### src/mpdi_defines.vh
// Constants of the MII data interface: timing, codes and reset values
`ifndef MPDI_DEFINES_VH
`define MPDI_DEFINES_VH

// System clock and derived MII nibble clock
`define MPDI_SYS_CLK_KHZ 40000
`define MPDI_MII_CLK_KHZ 5000
`define MPDI_CLK_DIV (`MPDI_SYS_CLK_KHZ / `MPDI_MII_CLK_KHZ)

// Phases of the eight-cycle nibble period
`define MPDI_PH_W 3
`define MPDI_PH_LAST 3'h7
`define MPDI_PH_SAMPLE 3'h6
`define MPDI_PH_LOAD 3'h7
`define MPDI_PH_BIT_LAST 3'h4

// Code groups, bit 4 first on the line
`define MPDI_CG_IDLE 5'h1F
`define MPDI_CG_J 5'h18
`define MPDI_CG_K 5'h11
`define MPDI_CG_T 5'h0D
`define MPDI_CG_R 5'h07
`define MPDI_CG_H 5'h04
`define MPDI_CG_JK 10'h311
`define MPDI_PREAMBLE_NIB 4'h5

// Scrambler
`define MPDI_LFSR_W 11
`define MPDI_LFSR_SEED 11'h7FF
`define MPDI_LOCK_BITS 5'h18

// Reset values and last bit count of a code group
`define MPDI_RST_NIB 4'h0
`define MPDI_RST_BIT 1'b0
`define MPDI_RST_PH 3'h0
`define MPDI_RST_CNT 3'h0
`define MPDI_RST_WIN 10'h000
`define MPDI_RST_LOCK 5'h00
`define MPDI_GRP_LAST 3'h4

`endif

### src/mpdi_lfsr.v
// Eleven-bit additive scrambler key generator, x^11 + x^9 + 1
`timescale 1ns/1ps
module mpdi_lfsr (
    // Clock and reset
    input wire clk_in,
    input wire rst_in,
    // Control
    input wire step_in,
    input wire load_in,
    input wire load_bit_in,
    // Key
    output wire key_out
);
`include "mpdi_defines.vh"

    reg [`MPDI_LFSR_W-1:0] state_q;

    // Key is the feedback of the current state
    assign key_out = state_q[10] ^ state_q[8];

    // Free run, or track keys deduced from the line
    always @(posedge clk_in or posedge rst_in) begin
        if (rst_in) begin
            state_q <= `MPDI_LFSR_SEED;
        end else if (step_in) begin
            if (load_in) begin
                state_q <= {state_q[9:0], load_bit_in};
            end else begin
                state_q <= {state_q[9:0], key_out};
            end
        end
    end
endmodule

### src/mpdi_core.v
// MII data path of a 20 Mbit/s PHY: 4B5B, scrambling, serial line
`timescale 1ns/1ps
`include "mpdi_defines.vh"

// Functional notes
// RULE1: MAC drives the transmit nibble in step with our transmit clock.
// RULE2: Each transmit clock period with transmit enable high, nibble is taken.
// RULE3: A free-running transmit clock is driven out to the MAC.
// RULE4: MAC raises transmit enable exactly while sending frame nibbles.
// RULE5: Transmit error with enable sends an error symbol in the frame. Code sends J and K regardless of it.
// RULE6: Receive nibble is presented each receive period with data valid high.
// RULE7: A free-running receive clock is driven out to the MAC.
// RULE8: Data valid rises by the start delimiter, falls before the end delimiter.
// RULE9: Receive error is clock-aligned, held one period per detected error.
// RULE10: Carrier sense is high while transmit or receive is active.
// RULE11: Nibbles run at the MII clock; symbols run five times faster.
// RULE12: Transmit nibbles become scrambled code groups on one serial stream.
// RULE13: Frame starts with J then K, then each nibble's five-bit code.
// RULE14: After enable drops, T then R, then idle codes until next frame.
// RULE15: Reset holds valid, error and carrier sense low; enable ignored.
module mpdi_core (
    // Clock, reset and enable
    input wire clk_in,
    input wire rst_in,
    input wire ce_in,
    // MII transmit side
    output wire tx_clk_out,
    input wire tx_en_in,
    input wire [3:0] txd_in,
    input wire tx_er_in,
    // MII receive side
    output wire rx_clk_out,
    output wire rx_dv_out,
    output wire [3:0] rxd_out,
    output wire rx_er_out,
    output wire crs_out,
    // Serial line
    output wire line_tx_out,
    input wire line_rx_in
);

    // Transmit encoder states
    localparam [3:0] ST_IDLE = 4'h1;
    localparam [3:0] ST_K = 4'h2;
    localparam [3:0] ST_DATA = 4'h4;
    localparam [3:0] ST_R = 4'h8;
    localparam SYNC_W = 7;

    // Nibble to code group
    function [4:0] enc;
        input [3:0] nib;
        begin
            case (nib)
                4'h0: enc = 5'h1E;
                4'h1: enc = 5'h09;
                4'h2: enc = 5'h14;
                4'h3: enc = 5'h15;
                4'h4: enc = 5'h0A;
                4'h5: enc = 5'h0B;
                4'h6: enc = 5'h0E;
                4'h7: enc = 5'h0F;
                4'h8: enc = 5'h12;
                4'h9: enc = 5'h13;
                4'hA: enc = 5'h16;
                4'hB: enc = 5'h17;
                4'hC: enc = 5'h1A;
                4'hD: enc = 5'h1B;
                4'hE: enc = 5'h1C;
                default: enc = 5'h1D;
            endcase
        end
    endfunction

    // Code group to {valid, nibble}
    function [4:0] dec;
        input [4:0] cg;
        begin
            case (cg)
                5'h1E: dec = 5'h10;
                5'h09: dec = 5'h11;
                5'h14: dec = 5'h12;
                5'h15: dec = 5'h13;
                5'h0A: dec = 5'h14;
                5'h0B: dec = 5'h15;
                5'h0E: dec = 5'h16;
                5'h0F: dec = 5'h17;
                5'h12: dec = 5'h18;
                5'h13: dec = 5'h19;
                5'h16: dec = 5'h1A;
                5'h17: dec = 5'h1B;
                5'h1A: dec = 5'h1C;
                5'h1B: dec = 5'h1D;
                5'h1C: dec = 5'h1E;
                5'h1D: dec = 5'h1F;
                default: dec = 5'h00;
            endcase
        end
    endfunction

    reg [2:0] phase_q;
    reg mii_clk_q;
    wire [2:0] phase_d;
    wire bit_stb;
    wire [SYNC_W-1:0] raw_in;
    wire [SYNC_W-1:0] sync_out;
    wire s_en;
    wire s_er;
    wire [3:0] s_txd;
    wire s_line;
    reg [3:0] tx_st_q;
    reg [4:0] sym_q;
    reg [4:0] sh_q;
    reg line_tx_q;
    wire tx_key;
    wire rx_key;
    wire rx_d;
    wire [9:0] win_d;
    wire [4:0] grp;
    wire [4:0] dec_grp;
    reg [9:0] win_q;
    reg rx_frame_q;
    reg [2:0] cnt_q;
    reg pend_q;
    reg [3:0] pend_nib_q;
    reg pend_err_q;
    reg rx_dv_q;
    reg [3:0] rxd_q;
    reg rx_er_q;
    reg crs_q;
    reg [4:0] lock_cnt_q;
    wire rx_locked;

    // Nibble period phase and MII clock; high in phases 0 to 3
    assign phase_d = (phase_q == `MPDI_PH_LAST) ? `MPDI_RST_PH :
                     phase_q + 3'h1;
    assign bit_stb = ce_in && (phase_q <= `MPDI_PH_BIT_LAST); // see RULE11
    always @(posedge clk_in or posedge rst_in) begin
        if (rst_in) begin
            phase_q <= `MPDI_RST_PH;
            mii_clk_q <= `MPDI_RST_BIT;
        end else if (ce_in) begin
            phase_q <= phase_d;
            mii_clk_q <= ~phase_d[2]; // see RULE3 see RULE7
        end
    end
    assign tx_clk_out = mii_clk_q;
    assign rx_clk_out = mii_clk_q;

    // Two-stage synchronisers for the MII transmit and serial line inputs
    assign raw_in = {line_rx_in, tx_er_in, tx_en_in, txd_in};
    genvar gi;
    generate
        for (gi = 0; gi < SYNC_W; gi = gi + 1) begin : g_sync
            reg meta_q;
            reg stab_q;
            always @(posedge clk_in or posedge rst_in) begin
                if (rst_in) begin
                    meta_q <= `MPDI_RST_BIT;
                    stab_q <= `MPDI_RST_BIT;
                end else if (ce_in) begin
                    meta_q <= raw_in[gi];
                    stab_q <= meta_q;
                end
            end
            assign sync_out[gi] = stab_q;
        end
    endgenerate
    assign s_txd = sync_out[3:0];
    assign s_en = sync_out[4];
    assign s_er = sync_out[5];
    assign s_line = sync_out[6];

    // Encoder: MAC inputs sampled mid low phase of the transmit clock
    always @(posedge clk_in or posedge rst_in) begin
        if (rst_in) begin
            tx_st_q <= ST_IDLE; // see RULE15
            sym_q <= `MPDI_CG_IDLE;
        end else if (ce_in && phase_q == `MPDI_PH_SAMPLE) begin
            case (tx_st_q)
                ST_IDLE: begin
                    if (s_en) begin // see RULE1 see RULE4
                        sym_q <= `MPDI_CG_J; // see RULE13
                        tx_st_q <= ST_K;
                    end else begin
                        sym_q <= `MPDI_CG_IDLE; // see RULE14
                    end
                end
                ST_K: begin
                    if (s_en) begin
                        sym_q <= `MPDI_CG_K; // see RULE13
                        tx_st_q <= ST_DATA;
                    end else begin
                        sym_q <= `MPDI_CG_T;
                        tx_st_q <= ST_R;
                    end
                end
                ST_DATA: begin
                    if (s_en && s_er) begin
                        sym_q <= `MPDI_CG_H; // see RULE5
                    end else if (s_en) begin
                        sym_q <= enc(s_txd); // see RULE2 see RULE13
                    end else begin
                        sym_q <= `MPDI_CG_T; // see RULE14
                        tx_st_q <= ST_R;
                    end
                end
                ST_R: begin
                    sym_q <= `MPDI_CG_R; // see RULE14
                    tx_st_q <= ST_IDLE;
                end
                default: begin
                    sym_q <= `MPDI_CG_IDLE;
                    tx_st_q <= ST_IDLE;
                end
            endcase
        end
    end

    // Transmit scrambler key
    mpdi_lfsr u_tx_lfsr (
        .clk_in(clk_in),
        .rst_in(rst_in),
        .step_in(bit_stb),
        .load_in(1'b0),
        .load_bit_in(1'b0),
        .key_out(tx_key)
    );

    // Serialiser: five scrambled bits per nibble period
    always @(posedge clk_in or posedge rst_in) begin
        if (rst_in) begin
            sh_q <= `MPDI_CG_IDLE;
            line_tx_q <= `MPDI_RST_BIT;
        end else if (ce_in && phase_q == `MPDI_PH_LOAD) begin
            sh_q <= sym_q;
        end else if (bit_stb) begin
            line_tx_q <= sh_q[4] ^ tx_key; // see RULE12
            sh_q <= {sh_q[3:0], 1'b0};
        end
    end
    assign line_tx_out = line_tx_q;

    // Lock once on idle after reset; loading keys later would take the
    // zeros of J/K or R as keys and corrupt the key history
    assign rx_locked = (lock_cnt_q == `MPDI_LOCK_BITS);
    always @(posedge clk_in or posedge rst_in) begin
        if (rst_in) begin
            lock_cnt_q <= `MPDI_RST_LOCK;
        end else if (bit_stb && !rx_locked) begin
            lock_cnt_q <= lock_cnt_q + 5'h01;
        end
    end

    // Receive descrambler: tracks idle keys until locked, then free runs
    mpdi_lfsr u_rx_lfsr (
        .clk_in(clk_in),
        .rst_in(rst_in),
        .step_in(bit_stb),
        .load_in(~rx_locked),
        .load_bit_in(~s_line),
        .key_out(rx_key)
    );
    assign rx_d = s_line ^ rx_key;
    assign win_d = {win_q[8:0], rx_d};
    assign grp = win_d[4:0];
    assign dec_grp = dec(grp);

    // Alignment on J/K, then one code group per five bits
    always @(posedge clk_in or posedge rst_in) begin
        if (rst_in) begin
            win_q <= `MPDI_RST_WIN;
            rx_frame_q <= `MPDI_RST_BIT;
            cnt_q <= `MPDI_RST_CNT;
            pend_q <= `MPDI_RST_BIT;
            pend_nib_q <= `MPDI_RST_NIB;
            pend_err_q <= `MPDI_RST_BIT;
        end else if (ce_in) begin
            if (phase_q == `MPDI_PH_SAMPLE) begin
                pend_q <= `MPDI_RST_BIT;
                pend_err_q <= `MPDI_RST_BIT;
            end
            if (bit_stb) begin
                win_q <= win_d;
                if (!rx_frame_q) begin
                    if (rx_locked && win_d == `MPDI_CG_JK) begin
                        rx_frame_q <= 1'b1;
                        cnt_q <= `MPDI_RST_CNT;
                        pend_q <= 1'b1; // see RULE8
                        pend_nib_q <= `MPDI_PREAMBLE_NIB;
                    end
                end else if (cnt_q == `MPDI_GRP_LAST) begin
                    cnt_q <= `MPDI_RST_CNT;
                    if (grp == `MPDI_CG_T) begin
                        rx_frame_q <= 1'b0; // see RULE8
                    end else if (grp == `MPDI_CG_IDLE) begin
                        rx_frame_q <= 1'b0;
                        pend_err_q <= 1'b1; // see RULE9
                    end else begin
                        pend_q <= 1'b1;
                        pend_nib_q <= dec_grp[3:0];
                        pend_err_q <= ~dec_grp[4]; // see RULE9
                    end
                end else begin
                    cnt_q <= cnt_q + 3'h1;
                end
            end
        end
    end

    // MII receive outputs, updated while the receive clock is low
    always @(posedge clk_in or posedge rst_in) begin
        if (rst_in) begin
            rx_dv_q <= `MPDI_RST_BIT; // see RULE15
            rxd_q <= `MPDI_RST_NIB;
            rx_er_q <= `MPDI_RST_BIT;
            crs_q <= `MPDI_RST_BIT;
        end else if (ce_in && phase_q == `MPDI_PH_SAMPLE) begin
            rx_dv_q <= pend_q; // see RULE6
            rxd_q <= pend_q ? pend_nib_q : `MPDI_RST_NIB;
            rx_er_q <= pend_err_q; // see RULE9
            crs_q <= rx_frame_q || s_en ||
                     (tx_st_q != ST_IDLE); // see RULE10
        end
    end
    assign rx_dv_out = rx_dv_q;
    assign rxd_out = rxd_q;
    assign rx_er_out = rx_er_q;
    assign crs_out = crs_q;
endmodule

### config.mk
export PLATFORM = sky130hd
export DESIGN_NAME = mpdi_core
export DESIGN_NICKNAME = d
export VERILOG_FILES = /design/src/mpdi_lfsr.v /design/src/mpdi_core.v
export VERILOG_INCLUDE_DIRS = /design/src /design/src/src
export SDC_FILE = /design/constraint.sdc
export NUM_CORES = 1
export LEC_CHECK = 0
export BUFFER_PORTS_ARGS = -buffer_cell sky130_fd_sc_hd__buf_4
export CORE_AREA = 3 3 106 108
export CTS_CLUSTER_SIZE = 28
export DETAILED_ROUTE_END_ITERATION = 7
export DIE_AREA = 0 0 109 111
export PLACE_DENSITY = 0.62
export SKIP_CTS_REPAIR_TIMING = 1
export SYNTH_ARGS = -nofsm -noshare
export SYNTH_HDL_FRONTEND = slang
export SYNTH_HIERARCHICAL = 1
export SYNTH_SLANG_ARGS = --single-unit
### constraint.sdc
create_clock -name clk_in -period 2.1 [get_ports clk_in]
set_input_delay 0.315 -clock clk_in [delete_from_list [all_inputs] [get_ports clk_in]]
set_output_delay 0.315 -clock clk_in [all_outputs]
set_load 0.02 [all_outputs]
; ---- Word level (Yosys, flattened, before mapping)
; Memories as Yosys holds them, arrays and structs flattened.
; Cells that the tools add are included.
[op_classes]
mux = 41
bitwise_logic = 8
n_eq_ne = 18
n_lt_le_gt_ge = 1
reduce_logical = 16
n_addsub = 3
[ops]
columns = op, n
row1 = $mux W4, 10
row2 = $mux W5, 5
row3 = $pmux W5 S4, 1
row4 = $mux W1, 19
row5 = $mux W3, 5
row6 = $pmux W4 S3, 1
row7 = $eq A10 B10 Y1 const B, 1
row8 = $eq A5 B5 Y1 const B, 2
row9 = $ne A2 B2 Y1 const B, 5
row10 = $eq A3 B3 Y1 const B, 3
row11 = $add A3 B1 Y3 const B, 2
row12 = $logic_and A1 B1 Y1, 6
row13 = $reduce_and A6 Y1, 1
row14 = $add A5 B1 Y5 const B, 1
row15 = $eq A5 B4 Y1 const B, 1
row16 = $eq A4 B1 Y1 const B, 1
row17 = $eq A4 B2 Y1 const B, 1
row18 = $eq A4 B3 Y1 const B, 1
row19 = $eq A4 B4 Y1 const B, 1
row20 = $ne A4 B1 Y1 const B, 1
row21 = $not A1 Y1, 4
row22 = $reduce_and A2 Y1, 2
row23 = $reduce_and A4 Y1, 1
row24 = $reduce_bool A2 Y1, 2
row25 = other kinds (6), 10
[word_totals]
word_cells = 122
mem_count = 2
regBits = 86
romBits = 240
out_inout_bits = 10
[mem_list]
columns = name, depth, word_bits, rd, rd_ports_with_merged_regs, write_ports, line_no
row1 = (no name shown), 32, 5, 1, 0, 0, mpdi_core.v:78  ; case (cg)
row2 = (no name shown), 16, 5, 1, 0, 0, mpdi_core.v:53  ; case (nib)

; ---- Logic depth before layout (Yosys ltp)
; An unclocked memory read counts as a cell.
[depth]
ltp_word = 9
ltp_mapped = 9

; ---- Modules after synthesis
; The synthesis kept the hierarchy.
[modules_own_cells]
columns = mod, area_each_um2, cells_per_inst, seq_area_each_um2, instances
row1 = mpdi_core, 3139.3, 319, 1615.3, 1
row2 = mpdi_lfsr, 495.5, 28, 289.0, 2

; ---- Worst setup path after synthesis
; No wires, ideal clock.
[synth_path]
path_kind = flip-flop to flip-flop
startpoint = register u_rx_lfsr.state_q[8]
endpoint = register pend_nib_q[1]
t_required_ns = 1.979
path_buffers = 0
setup_ns = 0.121
t_arrival_ns = 1.856
path_stages_with_launch = 7
slack_ns = 0.123
cell_sequence = dfstp_2 xor2_1 xnor2_1 nor3_1 nor3_1 nor2_1 a22o_1
[synth_via]
elab_chain_cells = 7
[synth_lines]
columns = item, line_no
row1 = "start, declared", mpdi_lfsr.v:16  ; reg [`MPDI_LFSR_W-1:0] state_q;
row2 = "start signal, assigned", mpdi_lfsr.v:24  ; state_q <= `MPDI_LFSR_SEED;
row3 = "start signal, assigned", mpdi_lfsr.v:27  ; state_q <= {state_q[9:0], load_bit_in};
row4 = "start signal, assigned", mpdi_lfsr.v:29  ; state_q <= {state_q[9:0], key_out};
row5 = $xor A1 B1 Y1 (*), mpdi_lfsr.v:19  ; assign key_out = state_q[10] ^ state_q[8];
row6 = named net rx_key, mpdi_core.v:115  ; wire rx_key;
row7 = $xor A1 B1 Y1 (*), mpdi_core.v:263  ; assign rx_d = s_line ^ rx_key;
row8 = $mem_v2 Z32 W5, -
row9 = $mux W4, mpdi_core.v:295  ; end else if (grp == `MPDI_CG_IDLE) begin
row10 = $mux W4, mpdi_core.v:293  ; if (grp == `MPDI_CG_T) begin
row11 = $mux W4, mpdi_core.v:291  ; end else if (cnt_q == `MPDI_GRP_LAST) begin
row12 = $mux W4, mpdi_core.v:284  ; if (!rx_frame_q) begin
row13 = "end signal, assigned", mpdi_core.v:275  ; pend_nib_q <= `MPDI_RST_NIB;
row14 = "end signal, assigned", mpdi_core.v:289  ; pend_nib_q <= `MPDI_PREAMBLE_NIB;
row15 = "end signal, assigned", mpdi_core.v:300  ; pend_nib_q <= dec_grp[3:0];
row16 = "end, declared", mpdi_core.v:124  ; reg [3:0] pend_nib_q;
; The timed path passes the listed nets; every way through them passes the cells marked *. The select of a mux whose other input is x is not followed.
; A chain may end at the register's enable or synchronous reset.

; ---- Worst setup path in the final report
; Same ends and word-level chain as after synthesis.

==> results.sh <==
export IMPL_p_total_w=0.00589
export IMPL_nFillCells=966
export IMPL_die_h_um=111
export IMPL_min_period_over_period=0.952
export IMPL_finalHoldViolations=0
export IMPL_muxShareOfSynthArea=0.113
export IMPL_period_minus_slack_ps=2000
export IMPL_cp_start_kind="register"
export IMPL_synth_top_family_by_area="simple AND/OR/NAND/NOR gates"
export IMPL_drtIter0Drc=137
export IMPL_regArea_mm2=0.00219
export IMPL_cts_root_buffer="clkbuf_8"
export IMPL_area_growth_syn_to_layout_pct=14.0
export IMPL_slowest_delay_ps=560
export IMPL_wl_per_cell_um=13.6
export IMPL_ys_seq_elements=86
export IMPL_cts_sinks=86
export IMPL_drive_gt1_frac=0.309
export IMPL_synth_edf_count=0
export IMPL_gp_congestion=0.803
export IMPL_row_count=37
export IMPL_dieArea_mm2=0.0121
export IMPL_ant_nets=0
export IMPL_setup_slack_ps=101
export IMPL_syn_inst=375
export IMPL_numPortBuffers=19
export IMPL_grt_usage=0.136
export IMPL_grt_pass1_wl_mm=13.4
export IMPL_power_leakage_nw=2.17
export IMPL_cp_cell_sequence="xor2_1 > xnor2_1 > or2_2 > nor4_4 > nor2_1 > a22o_1"
export IMPL_grt_pass1_vias=2716
export IMPL_relSlewSlack=0.654
export IMPL_clk_path_buf_depth=2
export IMPL_dpl_worst_slack_ps=125
export IMPL_rsz0062_at_grt="no"
export IMPL_start_util=0.400
export IMPL_dp_hpwl_mm=5.28
export IMPL_setup_viol=0
export IMPL_slew_violations=0
export IMPL_cp_required_ps=2340
export IMPL_cts_buffers=9
export IMPL_combPwrFrac=0.325
export IMPL_synth_simple_area_share=0.145
export IMPL_path_class="register to register"
export IMPL_viasPerCell=5.04
export IMPL_holdCritPathClass="input pin to register"
export IMPL_postSynth_asyncResetShare=1.00
export IMPL_grt_max_degree=34
export IMPL_tightestPinTransition_ps=518
export IMPL_htreeDepth=3
export IMPL_fp_coreArea_mm2=0.0103
export IMPL_nets=427
export IMPL_syn_cell_area_mm2=0.00413
export IMPL_crit_path_end_kind="register"
export IMPL_multiInputGateArea_mm2=0.00177
export IMPL_antennaDiodeCount=0
export IMPL_ys_seq_area_frac=0.531
export IMPL_fmax_mhz=500
export IMPL_crit_slowest_cell="dfstp_2"
export IMPL_ys_flop_type="dfrtp_1"
export IMPL_pwr_share_clk=0.196
export IMPL_p_per_area_mw_per_mm2=1250
export IMPL_cts_tree="yes"
export IMPL_worst_path_buf_inv=0
export IMPL_outcome="finished clean"
export IMPL_cpLargestDelayFamily="simple AND/OR/NAND/NOR gates"
export IMPL_clkTransAtPathRegs_ps=90
export IMPL_ir_drop_uv=538
export IMPL_grt_antenna_before_repair=0
export IMPL_ios=20
export IMPL_avgSynthCellArea_um2=11.0
export IMPL_p_int_w=0.00396
export IMPL_remaining_drc_errors=0
export IMPL_crit_fanout=4
export IMPL_grt_ovfl_total=0
export IMPL_crit_arrival_ps=2240
export IMPL_wl_mm=7.43
export IMPL_synthXorXnorAreaFrac=0.0212
export IMPL_p_sw_w=0.00193
export IMPL_clock_latency_ps=350
export IMPL_drtPass1Iterations=4
export IMPL_ys_types=55
export IMPL_synth_compound_area_share=0.114
export IMPL_finalClockSkew_ps=7.99
export IMPL_synthAdderAreaFrac=0.0333
export IMPL_yosysWarnings=6
export IMPL_sw_frac_of_total=0.328
export IMPL_p_seq_frac=0.479
export IMPL_dr_total_vias=2755
export IMPL_setup_tns_ps=0
export IMPL_final_hold_worst_slack_ps=195
export IMPL_cap_violations=0
export IMPL_dieWidth_um=109
-- cells by family (layout without fill, tap and decap cells) --
| group | count (synthesis) | in the layout |
|---|---|---|
| xor gates and xnor gates | 10 | 10 |
| AOI/OAI and AO/OA | 70 | 70 |
| adders and majority gates | 11 | 11 |
| other | 1 | 3 |
| DFF | 86 | 86 |
| buffers and inverters | 39 | 73 |
| and+or+nand+nor | 123 | 123 |
| muxes | 35 | 35 |
-- final cells by class --
| cell class | count | share of cell area |
|---|---|---|
| clock buffers | 9 | 0.0263 |
| clock inverters | 7 | 0.0151 |
| inverters | 20 | 0.0159 |
| multi-input cells | 252 | 0.376 |
| flip-flops and latches | 86 | 0.466 |
| well taps | 136 | 0.0361 |
| repair buffers | 37 | 0.0648 |
-- metrics by stage --
stage               cell area [µm²]  std cells   util
floorplan                      4140        377      -
global placement               4500        530  0.436
detailed placement             4500        530  0.436
CTS                            4700        546  0.455
global route                   4710        547  0.456
finish                         4710        547  0.456
-- synth_stat cells, types with 4 or more instances --
cell type	instances	area [µm²]
o31ai_1	4	30.0
clkbuf_1	11	41.3
inv_1	20	75.1
nor3_1	5	25.0
dfstp_2	33	867
xor2_1	5	43.8
nand2_1	60	225
a221o_1	4	40.0
nor2_1	21	78.8
a211o_1	4	35.0
ha_1	11	138
a21oi_1	11	55.1
o21ai_0	26	130
mux2_2	13	146
o22a_1	5	43.8
mux2_4	20	300
xnor2_1	5	43.8
nand3_1	10	50.1
dfrtp_1	53	1330
-- sequential cells by signal, summed over array words and instances (netlist names), 3 cells and up --
| name | flops |
|---|---|
| win_q | 9 |
| g_sync.meta_q | 7 |
| pend_nib_q | 4 |
| tx_st_q | 4 |
| u_rx_lfsr/state_q | 11 |
| g_sync.stab_q | 7 |
| u_tx_lfsr/state_q | 11 |
| phase_q | 3 |
| sym_q | 5 |
| cnt_q | 3 |
| lock_cnt_q | 5 |
| sh_q | 5 |
| rxd_out | 4 |
-- cells in the final DEF, fill, tap and decap left out, drive strengths merged, types with 5 or more instances in the layout --
cell    instances
nand2          60
nor2           21
o21ai          27
xor2            5
xnor2           5
inv            23
clkbuf          9
o22a            5
ha             11
mux2           33
dfrtp          53
nor3            5
dfstp          33
buf            36
nand3          10
a21oi          11
-- layer usage --
layer  vias up  GRT usage  part of all wire
li1       1356          -                 -
met1      1357      0.187              0.48
met2        31      0.207              0.48
met3        11     0.0285             0.025
met4         0     0.0589             0.018
met5         -          0                 0
-- power by group through the flow --
stage	Combinational [W]	Clock (W)	Sequential (W)
after floorplan	0.00155	0	0.00271
after global placement	0.00188	0	0.00282
after detailed placement	0.00192	0	0.00285
after CTS	0.00193	0.00122	0.00283
after global routing	0.00215	0.00129	0.00292
final	0.00192	0.00115	0.00282
-- worst paths after layout --
path | slack [ps] | from | to | cells after the start
min in group asynchronous | 500 | rst_in | rx_clk_out | 3
worst max-delay path | 100 | u_rx_lfsr/state_q[8] | pend_nib_q[1] | 6
worst max register to register | 100 | u_rx_lfsr/state_q[8] | pend_nib_q[1] | 6
worst min-delay path | 200 | txd_in[2] | g_sync[2].meta_q | 2
worst min register to register | 480 | pend_err_q | rx_er_out | 2
max in group asynchronous | 990 | rst_in | tx_st_q[0] | 4
No activity file was read; power rests on OpenSTA's default activity.
